--- config.mk ---
export PLATFORM = sky130hd
export DESIGN_NAME = acra_top
export DESIGN_NICKNAME = d
export VERILOG_FILES = /design/src/logic/acra_pkg.sv /design/src/logic/acra_top.sv
export SDC_FILE = /design/constraint.sdc
export NUM_CORES = 1
export LEC_CHECK = 0
export ABC_AREA = 1
export BUFFER_PORTS_ARGS = -buffer_cell sky130_fd_sc_hd__buf_2
export CAP_MARGIN = 15
export CORE_MARGIN = 5
export CORE_UTILIZATION = 53
export CTS_BUF_LIST = sky130_fd_sc_hd__clkbuf_8 sky130_fd_sc_hd__clkbuf_16
export DETAILED_ROUTE_END_ITERATION = 6
export PLACE_DENSITY = 0.92
export SLEW_MARGIN = 25
export SYNTH_ARGS = -nofsm -noshare
export SYNTH_HDL_FRONTEND = slang
export SYNTH_SLANG_ARGS = --single-unit
--- constraint.sdc ---
create_clock -name clk_i -period 2.41 [get_ports clk_i]
set_input_delay 0.723 -clock clk_i [delete_from_list [all_inputs] [get_ports clk_i]]
set_output_delay 0.723 -clock clk_i [all_outputs]
set_load 0.03 [all_outputs]
--- src/logic/acra_pkg.sv ---
// constants, field layouts and carrier types of the converter clock and result alignment block
// assumes a classic wishbone master with 32-bit data and a converter core on the same clock
// Operation
// - prescale field 000/001/010/011 divide by 1/2/4/8; top bit set divides by 16
// - source select 1 takes bus clock, 0 takes crystal reference clock
// - reset clears source select, crystal reference clock by default
// - alignment 00 truncated, 01 right, 10 left, 11 left signed
// - reset sets alignment to right justified
// - truncated: bits 9..2 in low byte, high reads zero, no interlock
// - right justified: bits 9..8 in high bits 1..0, bits 7..0 in low
// - left justified: bits 9..2 high, bits 1..0 low top; signed inverts high msb
// - outside truncated, high read freezes low; results dropped until low read
package acra_pkg;

  // ==========================================================
  // register map, byte addresses
  localparam logic [7:0] CTRL_OFS  = 8'h00;
  localparam logic [7:0] HIGH_OFS  = 8'h04;
  localparam logic [7:0] LOW_OFS   = 8'h08;

  // ==========================================================
  // control field positions
  localparam int         RATIO_LSB = 5;
  localparam int         SRC_BIT   = 4;
  localparam int         ALIGN_LSB = 2;

  typedef enum logic [1:0] {
    ALIGN_TRUNC  = 2'h0,
    ALIGN_RIGHT  = 2'h1,
    ALIGN_LEFT   = 2'h2,
    ALIGN_SIGNED = 2'h3
  } acra_align_type;

  // ==========================================================
  // reset values
  localparam logic [2:0]     RATIO_RST = 3'h0;
  localparam logic           SRC_RST   = 1'b0;
  localparam acra_align_type ALIGN_RST = ALIGN_RIGHT;

  // ==========================================================
  // carriers
  typedef struct packed {
    logic       valid;
    logic [9:0] data;
  } acra_result_type;

  typedef struct packed {
    logic [2:0]     ratio;
    logic           src;
    acra_align_type align;
  } acra_cfg_type;

  typedef struct packed {
    acra_cfg_type ctrl;
    acra_cfg_type act;
    logic [2:0]   xsync;
    logic [3:0]   cnt;
    logic         tick;
    logic [7:0]   high;
    logic [7:0]   low;
    logic         frozen;
    logic         ack;
    logic [31:0]  dat;
  } acra_state_type;

endpackage

--- src/logic/acra_top.sv ---
// converter clock prescaler, source select and result packing with wishbone registers
// assumes conv_busy_i and conv_result_i come from the converter core on clk_i
`timescale 1ns/10ps
module acra_top (
  input  wire logic                     clk_i,
  input  wire logic                     rst_i,
  input  wire logic [7:0]               wb_adr_i,
  input  wire logic [31:0]              wb_dat_i,
  input  wire logic [3:0]               wb_sel_i,
  input  wire logic                     wb_we_i,
  input  wire logic                     wb_cyc_i,
  input  wire logic                     wb_stb_i,
  output logic      [31:0]              wb_dat_o,
  output logic                          wb_ack_o,
  input  wire logic                     crystal_reference_clock_i,
  input  wire logic                     conv_busy_i,
  input  wire acra_pkg::acra_result_type conv_result_i,
  output logic                          conv_tick_o
);

  // ==========================================================
  // state
  acra_pkg::acra_state_type s_ff;
  acra_pkg::acra_state_type nxt_s;

  function automatic logic [3:0] div_limit(input logic [2:0] ratio);
    unique case (ratio)
      3'h0:    div_limit = 4'h0;
      3'h1:    div_limit = 4'h1;
      3'h2:    div_limit = 4'h3;
      3'h3:    div_limit = 4'h7;
      default: div_limit = 4'hf;
    endcase
  endfunction

  logic       access;
  logic       rd_high;
  logic       rd_low;
  logic       src_tick;
  logic [7:0] ctrl_rd;
  logic [7:0] pk_high;
  logic [7:0] pk_low;

  // ==========================================================
  // next state
  always_comb begin
    nxt_s    = s_ff;
    access   = wb_cyc_i & wb_stb_i & ~s_ff.ack;
    rd_high  = access & ~wb_we_i & (wb_adr_i == acra_pkg::HIGH_OFS);
    rd_low   = access & ~wb_we_i & (wb_adr_i == acra_pkg::LOW_OFS);
    ctrl_rd  = {s_ff.ctrl.ratio, s_ff.ctrl.src, s_ff.ctrl.align, 2'h0};
    nxt_s.ack = access;
    nxt_s.dat = 32'h0;
    if (access && !wb_we_i) begin
      unique case (wb_adr_i)
        acra_pkg::CTRL_OFS: nxt_s.dat = {24'h0, ctrl_rd};
        acra_pkg::HIGH_OFS: nxt_s.dat = {24'h0, (s_ff.act.align == acra_pkg::ALIGN_TRUNC) ? 8'h0 : s_ff.high};
        acra_pkg::LOW_OFS:  nxt_s.dat = {24'h0, s_ff.low};
        default:            nxt_s.dat = 32'h0;
      endcase
    end
    if (access && wb_we_i && wb_sel_i[0] && (wb_adr_i == acra_pkg::CTRL_OFS)) begin
      nxt_s.ctrl.ratio = wb_dat_i[acra_pkg::RATIO_LSB +: 3];
      nxt_s.ctrl.src   = wb_dat_i[acra_pkg::SRC_BIT];
      nxt_s.ctrl.align = acra_pkg::acra_align_type'(wb_dat_i[acra_pkg::ALIGN_LSB +: 2]);
    end
    // crystal pin synchroniser and edge
    nxt_s.xsync = {s_ff.xsync[1:0], crystal_reference_clock_i};
    src_tick    = s_ff.act.src ? 1'b1 : (s_ff.xsync[1] & ~s_ff.xsync[2]);
    nxt_s.tick  = 1'b0;
    if (!conv_busy_i && (s_ff.ctrl != s_ff.act)) begin
      nxt_s.act = s_ff.ctrl;
      nxt_s.cnt = 4'h0;
    end else if (src_tick) begin
      if (s_ff.cnt == div_limit(s_ff.act.ratio)) begin
        nxt_s.cnt  = 4'h0;
        nxt_s.tick = 1'b1;
      end else begin
        nxt_s.cnt = s_ff.cnt + 4'h1;
      end
    end
    // result packing
    pk_high = 8'h0;
    pk_low  = 8'h0;
    unique case (s_ff.act.align)
      acra_pkg::ALIGN_TRUNC: begin
        pk_low = conv_result_i.data[9:2];
      end
      acra_pkg::ALIGN_RIGHT: begin
        pk_high = {6'h0, conv_result_i.data[9:8]};
        pk_low  = conv_result_i.data[7:0];
      end
      acra_pkg::ALIGN_LEFT: begin
        pk_high = conv_result_i.data[9:2];
        pk_low  = {conv_result_i.data[1:0], 6'h0};
      end
      acra_pkg::ALIGN_SIGNED: begin
        pk_high = {~conv_result_i.data[9], conv_result_i.data[8:2]};
        pk_low  = {conv_result_i.data[1:0], 6'h0};
      end
    endcase
    // outside truncated, high read takes effect in its own cycle so a same-cycle result is dropped
    if (rd_high && s_ff.act.align != acra_pkg::ALIGN_TRUNC) begin
      nxt_s.frozen = 1'b1;
    end else if (rd_low) begin
      nxt_s.frozen = 1'b0;
    end
    if (conv_result_i.valid) begin
      if (s_ff.act.align == acra_pkg::ALIGN_TRUNC) begin
        nxt_s.high = 8'h0;
        nxt_s.low  = pk_low;
      end else if (!s_ff.frozen && !rd_high) begin
        nxt_s.high = pk_high;
        nxt_s.low  = pk_low;
      end
    end
    if (rst_i) begin
      nxt_s            = '0;
      // pin history kept so release brings no false edge
      nxt_s.xsync      = {s_ff.xsync[1:0], crystal_reference_clock_i};
      nxt_s.ctrl.ratio = acra_pkg::RATIO_RST;
      nxt_s.ctrl.src   = acra_pkg::SRC_RST;
      nxt_s.ctrl.align = acra_pkg::ALIGN_RST;
      nxt_s.act        = nxt_s.ctrl;
    end
  end

  always_ff @(posedge clk_i) begin
    s_ff <= nxt_s;
  end

  assign wb_dat_o    = s_ff.dat;
  assign wb_ack_o    = s_ff.ack;
  assign conv_tick_o = s_ff.tick;

  // ==========================================================
  // checks
  property p_cnt_bound;
    @(posedge clk_i) disable iff (rst_i)
      s_ff.cnt <= div_limit(s_ff.act.ratio);
  endproperty
  a_cnt_bound: assert property (p_cnt_bound) else $error("prescale count above divide limit");

  property p_tick_cause;
    @(posedge clk_i) disable iff (rst_i)
      $rose(conv_tick_o) |-> $past(s_ff.cnt) == div_limit($past(s_ff.act.ratio));
  endproperty
  a_tick_cause: assert property (p_tick_cause) else $error("converter tick without full count");

  property p_div16;
    @(posedge clk_i) disable iff (rst_i)
      (conv_tick_o && s_ff.act.src && s_ff.act.ratio[2] && conv_busy_i) ##1 conv_busy_i[*8]
        |-> !conv_tick_o;
  endproperty
  a_div16: assert property (p_div16) else $error("divide by 16 ticked early");

  property p_xtal_src;
    @(posedge clk_i) disable iff (rst_i)
      (!s_ff.act.src && conv_busy_i && $past(conv_busy_i) && s_ff.cnt != $past(s_ff.cnt))
        |-> $past(s_ff.xsync[1] & ~s_ff.xsync[2]);
  endproperty
  a_xtal_src: assert property (p_xtal_src) else $error("prescaler counted without crystal edge");

  property p_rst_src;
    @(posedge clk_i)
      rst_i |=> (s_ff.ctrl.src == 1'b0) && (s_ff.act.src == 1'b0);
  endproperty
  a_rst_src: assert property (p_rst_src) else $error("source select not cleared by reset");

  property p_rst_align;
    @(posedge clk_i)
      rst_i |=> s_ff.ctrl.align == acra_pkg::ALIGN_RIGHT;
  endproperty
  a_rst_align: assert property (p_rst_align) else $error("alignment not right justified after reset");

  property p_trunc;
    @(posedge clk_i) disable iff (rst_i)
      (conv_result_i.valid && s_ff.act.align == acra_pkg::ALIGN_TRUNC)
        |=> s_ff.low == $past(conv_result_i.data[9:2]) && s_ff.high == 8'h0;
  endproperty
  a_trunc: assert property (p_trunc) else $error("truncated packing wrong");

  property p_right;
    @(posedge clk_i) disable iff (rst_i)
      (conv_result_i.valid && !s_ff.frozen && !rd_high && s_ff.act.align == acra_pkg::ALIGN_RIGHT)
        |=> {s_ff.high, s_ff.low} == {6'h0, $past(conv_result_i.data)};
  endproperty
  a_right: assert property (p_right) else $error("right justified packing wrong");

  property p_left;
    @(posedge clk_i) disable iff (rst_i)
      (conv_result_i.valid && !s_ff.frozen && !rd_high && s_ff.act.align[1])
        |=> {s_ff.high[6:0], s_ff.low} == {$past(conv_result_i.data[8:0]), 6'h0}
            && s_ff.high[7] == ($past(conv_result_i.data[9]) ^ $past(s_ff.act.align[0]));
  endproperty
  a_left: assert property (p_left) else $error("left justified packing wrong");

  property p_frozen;
    @(posedge clk_i) disable iff (rst_i)
      (s_ff.frozen && s_ff.act.align != acra_pkg::ALIGN_TRUNC) |=> $stable(s_ff.low);
  endproperty
  a_frozen: assert property (p_frozen) else $error("low byte changed while frozen");

  property p_hold_cfg;
    @(posedge clk_i) disable iff (rst_i)
      conv_busy_i |=> $stable(s_ff.act);
  endproperty
  a_hold_cfg: assert property (p_hold_cfg) else $error("active settings changed during conversion");

  property p_idle_load;
    @(posedge clk_i) disable iff (rst_i)
      (!conv_busy_i && s_ff.ctrl != s_ff.act) |=> s_ff.act == $past(s_ff.ctrl);
  endproperty
  a_idle_load: assert property (p_idle_load) else $error("new settings not applied while idle");

  property p_trunc_high;
    @(posedge clk_i) disable iff (rst_i)
      (rd_high && s_ff.act.align == acra_pkg::ALIGN_TRUNC) |=> wb_dat_o == 32'h0;
  endproperty
  a_trunc_high: assert property (p_trunc_high) else $error("truncated high byte read not zero");

  property p_freeze_set;
    @(posedge clk_i) disable iff (rst_i)
      (rd_high && s_ff.act.align != acra_pkg::ALIGN_TRUNC) |=> s_ff.frozen;
  endproperty
  a_freeze_set: assert property (p_freeze_set) else $error("high byte read did not freeze low byte");

endmodule

==> results.txt, run 1 <==
outcome = finished clean
Worst Setup SP = wb_adr_i[1]
fin cells = 480
initial core utilization = 54.9%
Total Routing Usage GR = 17.2%
initial antenna violation count = 0
Worst EP required = 2580 ps
Root Buffer = clkbuf_8
Post-Synth Simple-Gate Area = 34.3%
Period Utilization, post-route = 73.1%
Leak = 1.42 nW
clock latency on the worst-skew pair = 290 ps
Power Dens Cells = 614 nW/um^2
adder-cell share of the synthesized area = 0.480%
largest net degree at the start of global routing = 30
compound-gate portion of the synthesized area = 8.87%
worst min path class = register to register
Remaining Overflow, GRT = 0
critical path class = input port to register
Yosys cell types = 30
Setup WS post-layout = 649 ps
drt first-iter violations = 158
worst slack, placed = 369 ps
first-pass GRT wire length = 8980 um
r2r setup slk = 760 ps
die area = 6430 um^2
CP top delay family = simple AND/OR/NAND/NOR gates
sequential element share of the synthesized area = 35.3%
RR Endpoint = s_ff[42]$_SDFFE_PP0P_
post-synth top area share = 35.3%
crit path capture type = register
Synth Register Bits = 46
critical path fanouts, max = 8
syn avg cell area = 6.87 um^2
Ports = 96
number of synthesized flops with an enable pin = 0
largest family of logic cells by synthesized area = simple AND/OR/NAND/NOR gates
largest cells by area after synthesis = dfxtp_1, nand2_1, buf_4, nand3_1, nor2_1
Async SR Flop Fraction = 0%
cell mode on critical path = nand2_1
fillers = 436
drt first pass iters = 4
Num CTS Buffers = 5
Die W = 80.2 um
Max H-tree Level = 2
commonest non-fill, non-tap cell in the layout = nand2_1
Port Buffers = 42
post-CTS setup buffers = 0
Worst EP arrival = 1930 ps
Final TNS setup = 0 ps
startpoint types = input port
Final Hold Vio Count = 0
Final nets = 477
HPWL Detailed = 3970 um
VDD IR max = 0.292 mV
area leader, netlist = dfxtp_1
CTS clk-pin slew, worst paths = 70 ps
clk sinks = 46
max-cap check violation count = 0
highest-count cells in the layout ignoring fill and taps = nand2_1, dfxtp_1, buf_2
slew margin rel. = 60.9%
min cycle time layout = 1760 ps
Synth Instances = 380
RR Startpoint = wb_ack_o$_SDFF_PP0_
CTS tree = yes
Min Hold Slack = 335 ps
CP max-delay cell = nor3_2
unrepaired setup endpoints after global routing = no
Routed WL = 5310 um
XOR/XNOR share of the synthesized area = 1.34%
layout cells sized above 1 = 17.9%
Worst Reg-to-Reg Cells = 6
Synth Cell Area = 2610 um^2
Worst-Margin Slew = 584 ps
worst hold stages = 0
post-synthesis mux area share = 1.15%
clk buf depth = 2
Worst Hold Path EP = s_ff[56]$_DFF_P_
die height = 80.2 um
Slew Viols, Final = 0
P&R area growth vs syn = 7.34%
Resized cells post-CTS = 0
Largest stage delay, worst path = 470 ps
Setup Skew = 7.39 ps
max frequency = 568 MHz
# diodes = 0
DRC violations left = 0
critical-path cell list = buf_2 -> nor2_4 -> nand2_1 -> nor3_2 -> nand2_1 -> nand2_1 -> nand3_1
WL/cell = 11.1 um
Yosys warnings = 0
placed cells = 474
Rows = 25
Final Power = 1.72 mW
Routed Antenna Nets = 0
Hold Buf Count CTS = 0
vias per cell = 4.86
vias in the first global route = 2119
predominant post-synthesis flop cell = dfxtp_1
detailed-route via count = 2334
Core Footprint = 4750 um^2
Setup-failing EPs final = 0
Buf/Inv on CP = 1
hold path startpoint = s_ff[55]$_DFF_P_
GP Congestion = 0.944
## flip-flops by register name, indices dropped and copies added (netlist names)
| register | count |
|---|---|
| s_ff | 30 |
| conv_tick_o | 1 |
| ctrl_rd | 6 |
| wb_ack_o | 1 |
| wb_dat_o | 8 |
## routing by layer
layer	track usage [%]	vias up	part of all wire, %
li1	-	1206	-
met1	20.7	1038	43
met2	29.4	79	49
met3	2.91	11	6.6
met4	8.61	0	1.8
met5	0	-	0
## synthesized netlist by cell type, types with 2 or more instances
library cell / instances
nand2_1: 102
dfxtp_1: 46
nor2_1: 39
inv_1: 37
buf_4: 35
nand3_1: 34
a21oi_1: 27
nand3b_1: 9
o21ai_0: 7
buf_2: 4
inv_2: 4
o22ai_1: 4
xor2_1: 4
clkbuf_1: 3
mux2i_1: 3
nor2_4: 3
a21oi_2: 2
buf_6: 2
nand2_2: 2
nand2_4: 2
nor3_2: 2
## where the power goes
group          total, mW  leakage (nW)  switching (mW)  internal [mW]
combinational      0.432          1.01           0.280          0.153
sequential         0.835         0.376          0.0284          0.806
clock              0.453        0.0431           0.232          0.221
## cells by family after synthesis
| logic type | after synthesis |
|---|---|
| fa+ha+maj | 1 |
| xor+xnor | 4 |
| mux | 3 |
| flops | 46 |
| compound gates | 42 |
| buf+inv | 86 |
| simple gates | 197 |
| other cells | 1 |
## cell type report
class                           count  area [um^2]  share of cell area, %
Multi-Input combinational cell    271         1290                   46.2
Sequential cell                    46          921                   32.9
Timing Repair Buffer               48          255                   9.12
Inverter                           42          163                   5.81
Tap cell                           67         83.8                   2.99
Clock buffer                        6         82.6                   2.95
## per-stage QoR
step | instance area [um^2] | util (%)
finish | 2800 | 58.9
global route | 2800 | 58.9
CTS | 2800 | 58.9
detailed placement | 2720 | 57.2
global placement | 2720 | 57.2
floorplan | 2700 | -
## how the worst max path moves through the flow
stage | endpoint | slack, ps | depth (start not counted)
final | ctrl_rd[2]$_SDFFE_PP1P_ | 650 | 7
after global routing | ctrl_rd[2]$_SDFFE_PP1P_ | 430 | 7
after CTS | ctrl_rd[2]$_SDFFE_PP1P_ | 650 | 7
after detailed placement | s_ff[42]$_SDFFE_PP0P_ | 370 | 8
after global placement | ctrl_rd[7]$_SDFFE_PP0P_ | 400 | 7
after floorplan | s_ff[47]$_SDFFE_PP0P_ | 810 | 9
(Power assumes the default switching activity.)
==> inputs of run 2 (changes only) <==
CORE_UTILIZATION = 45   (was 53)
PLACE_DENSITY = 0.84   (was 0.92)
clock period = 1.5 ns   (was 2.41 ns; I/O delays follow)
==> run 2 against run 1 <==
Net effect: first-iteration DRC count is 3.8% lower; highest routed layer unchanged; worst hold slack worse by 83 ps; critical path depth is 1 higher; cell area is 4.0% higher; largest power group unchanged; largest cell class unchanged; die area is 15% higher; sequential power is 62% higher; count of clock-buffer cells in the layout stayed put.
==> results.txt, run 2 (synthesized netlist as in run 1, its figures left out) <==
min cycle time layout = 1370 ps
startpoint types = register
WL/cell = 11.1 um (+0.71%)
drt first-iter violations = 152 (-3.8%)
Largest stage delay, worst path = 320 ps (-150 ps)
Final Hold Vio Count = 0 (unchanged)
worst min path class = input port to register
Remaining Overflow, GRT = 0 (unchanged)
Total Routing Usage GR = 15.5% (-1.8 points)
clk sinks = 46 (unchanged)
GP Congestion = 0.934 (-0.99%)
number of cells on the critical path = 8 (+1)
detailed-route via count = 2379 (+1.9%)
switching part of the total = 32.3% (+0.92 points)
CTS tree = yes
clock network power share = 27.4% (+1.1 points)
Port Buffers = 42 (unchanged)
CTS clk-pin slew, worst paths = 80 ps (about the same)
Max H-tree Level = 2 (unchanged)
Power Dens Cells = 974 nW/um^2 (+59%)
Worst EP arrival = 1570 ps (-360 ps)
sequential power share = 47.6% (-0.9 points)
Layout Utilization = 52.2% (-6.7 points)
Final nets = 486 (+1.9%)
max-cap check violation count = 0 (unchanged)
Worst Setup SP = wb_ack_o$_SDFF_PP0_
P&R area growth vs syn = 11.6%
Worst EP required = 1700 ps (-880 ps)
clock latency on the worst-skew pair = 300 ps (about the same)
Die W = 86.1 um (+7.5%)
Worst Reg-to-Reg Cells = 8 (+2)
Hold Buf Count CTS = 0 (unchanged)
die height = 86.1 um (+7.5%)
Buf/Inv on CP = 1 (unchanged)
DRC violations left = 0 (unchanged)
Final Power = 2.84 mW (+65%)
Min Hold Slack = 252 ps (-82.6 ps)
RR Endpoint = s_ff[48]$_SDFFE_PP0P_
max frequency = 729 MHz
critical path class = register to register
Rows = 27 (+8.0%)
Root Buffer = clkbuf_8
Routed WL = 5530 um (+4.1%)
post-CTS setup buffers = 0 (unchanged)
Leak = 1.49 nW (+4.6%)
Int Pwr = 1.92 mW (+63%)
clk buf depth = 2 (unchanged)
hold path startpoint = crystal_reference_clock_i
Setup Skew = 9.25 ps (+1.86 ps)
CP top delay family = simple AND/OR/NAND/NOR gates
largest net degree at the start of global routing = 31 (+3.3%)
Largest register FFs = 30 (unchanged)
worst setup path end = s_ff[48]$_SDFFE_PP0P_
CP max-delay cell = dfxtp_1
fillers = 553 (+27%)
critical-path cell list = nand3b_1 -> nor2_1 -> nand3_1 -> buf_12 -> nand2_2 -> nand2_1 -> nand2_1 -> nor2_1
VDD IR max = 0.594 mV (+100%)
Period Utilization, post-route = 91.4%
layout cells sized above 1 = 20.3% (+2.4 points)
RR Startpoint = wb_ack_o$_SDFF_PP0_
Routed Antenna Nets = 0 (unchanged)
Setup-failing EPs final = 0 (unchanged)
# diodes = 0 (unchanged)
Ports = 96 (unchanged)
HPWL Detailed = 4240 um (+6.7%)
Core Footprint = 5570 um^2 (+17%)
first-pass GRT wire length = 9520 um (+6.0%)
die area = 7420 um^2 (+15%)
initial antenna violation count = 0 (unchanged)
crit path capture type = register
highest-count cells in the layout ignoring fill and taps = nand2_1, dfxtp_1, buf_2
commonest non-fill, non-tap cell in the layout = nand2_1
drt first pass iters = 4 (unchanged)
unrepaired setup endpoints after global routing = no
Top reg by flops = s_ff
Num CTS Buffers = 5 (unchanged)
vias in the first global route = 2264 (+6.8%)
P_sw = 0.916 mW (+70%)
critical path fanouts, max = 30 (+22)
Comb power frac = 25.0% (about the same)
initial core utilization = 46.8% (-8.1 points)
r2r setup slk = 130 ps (-630 ps)
Slew Viols, Final = 0 (unchanged)
outcome = finished clean
vias per cell = 4.80 (-1.4%)
==> run 2: power groups by stage <==
| stage | combinational [mW] | sequential [mW] | clock (mW) |
|---|---|---|---|
| after floorplan | 0.585 | 1.38 | 0 |
| after global placement | 0.677 | 1.37 | 0 |
| after detailed placement | 0.700 | 1.38 | 0 |
| after CTS | 0.704 | 1.35 | 0.789 |
| after global routing | 0.807 | 1.36 | 0.836 |
| final | 0.710 | 1.35 | 0.777 |
==> run 2: final cells by class <==
class                      instances  area [um^2]  share of cell area [%]
tap                               72         90.1                    3.09
sequential                        46          922                    31.7
clock buffer                       6         82.6                    2.84
multi-input combinational        271         1300                    44.6
timing repair buffer              57          348                    11.9
inverter                          42          163                    5.59
clock inverter                     2         8.76                   0.301
==> run 2: worst reg2reg max path, cell delays in order, from the launching register on <==
cell and delay [ps]:
dfxtp_1 320, nand3b_1 170, nor2_1 200, nand3_1 160
buf_12 190, nand2_2 90, nand2_1 60, nand2_1 50
nor2_1 40
==> run 2: timing repair <==
item	CTS	global route
endpoints found under the setup margin	0	4
resized for setup	0	2
hold endpoints to repair	0	0
==> run 2: stage by stage <==
step                      setup slack [ps]  instance area [um^2]  std cells  setup TNS, ps
after floorplan                        134                  2700        403              0
after global placement               -19.3                  2820        488          -25.6
after detailed placement             -56.5                  2820        488           -309
after CTS                             93.5                  2910        496              0
after global routing                  6.76                  2910        496              0
final                                  129                  2910        496              0
==> run 2: worst min-delay path by stage <==
stage,endpoint,cells past startpoint
floorplan,s_ff[56]$_DFF_P_,0
global placement,s_ff[56]$_DFF_P_,0
detailed placement,s_ff[56]$_DFF_P_,0
CTS,s_ff[55]$_DFF_P_,1
global route,s_ff[55]$_DFF_P_,1
finish,s_ff[55]$_DFF_P_,1
==> run 2: routing by layer <==
| layer | track usage, % | part of all wire [%] | up-vias |
|---|---|---|---|
| li1 | - | - | 1223 |
| met1 | 18.7 | 42 | 1077 |
| met2 | 26.9 | 51 | 70 |
| met3 | 3.07 | 5.5 | 9 |
| met4 | 5.61 | 1.8 | 0 |
| met5 | 0 | 0 | - |
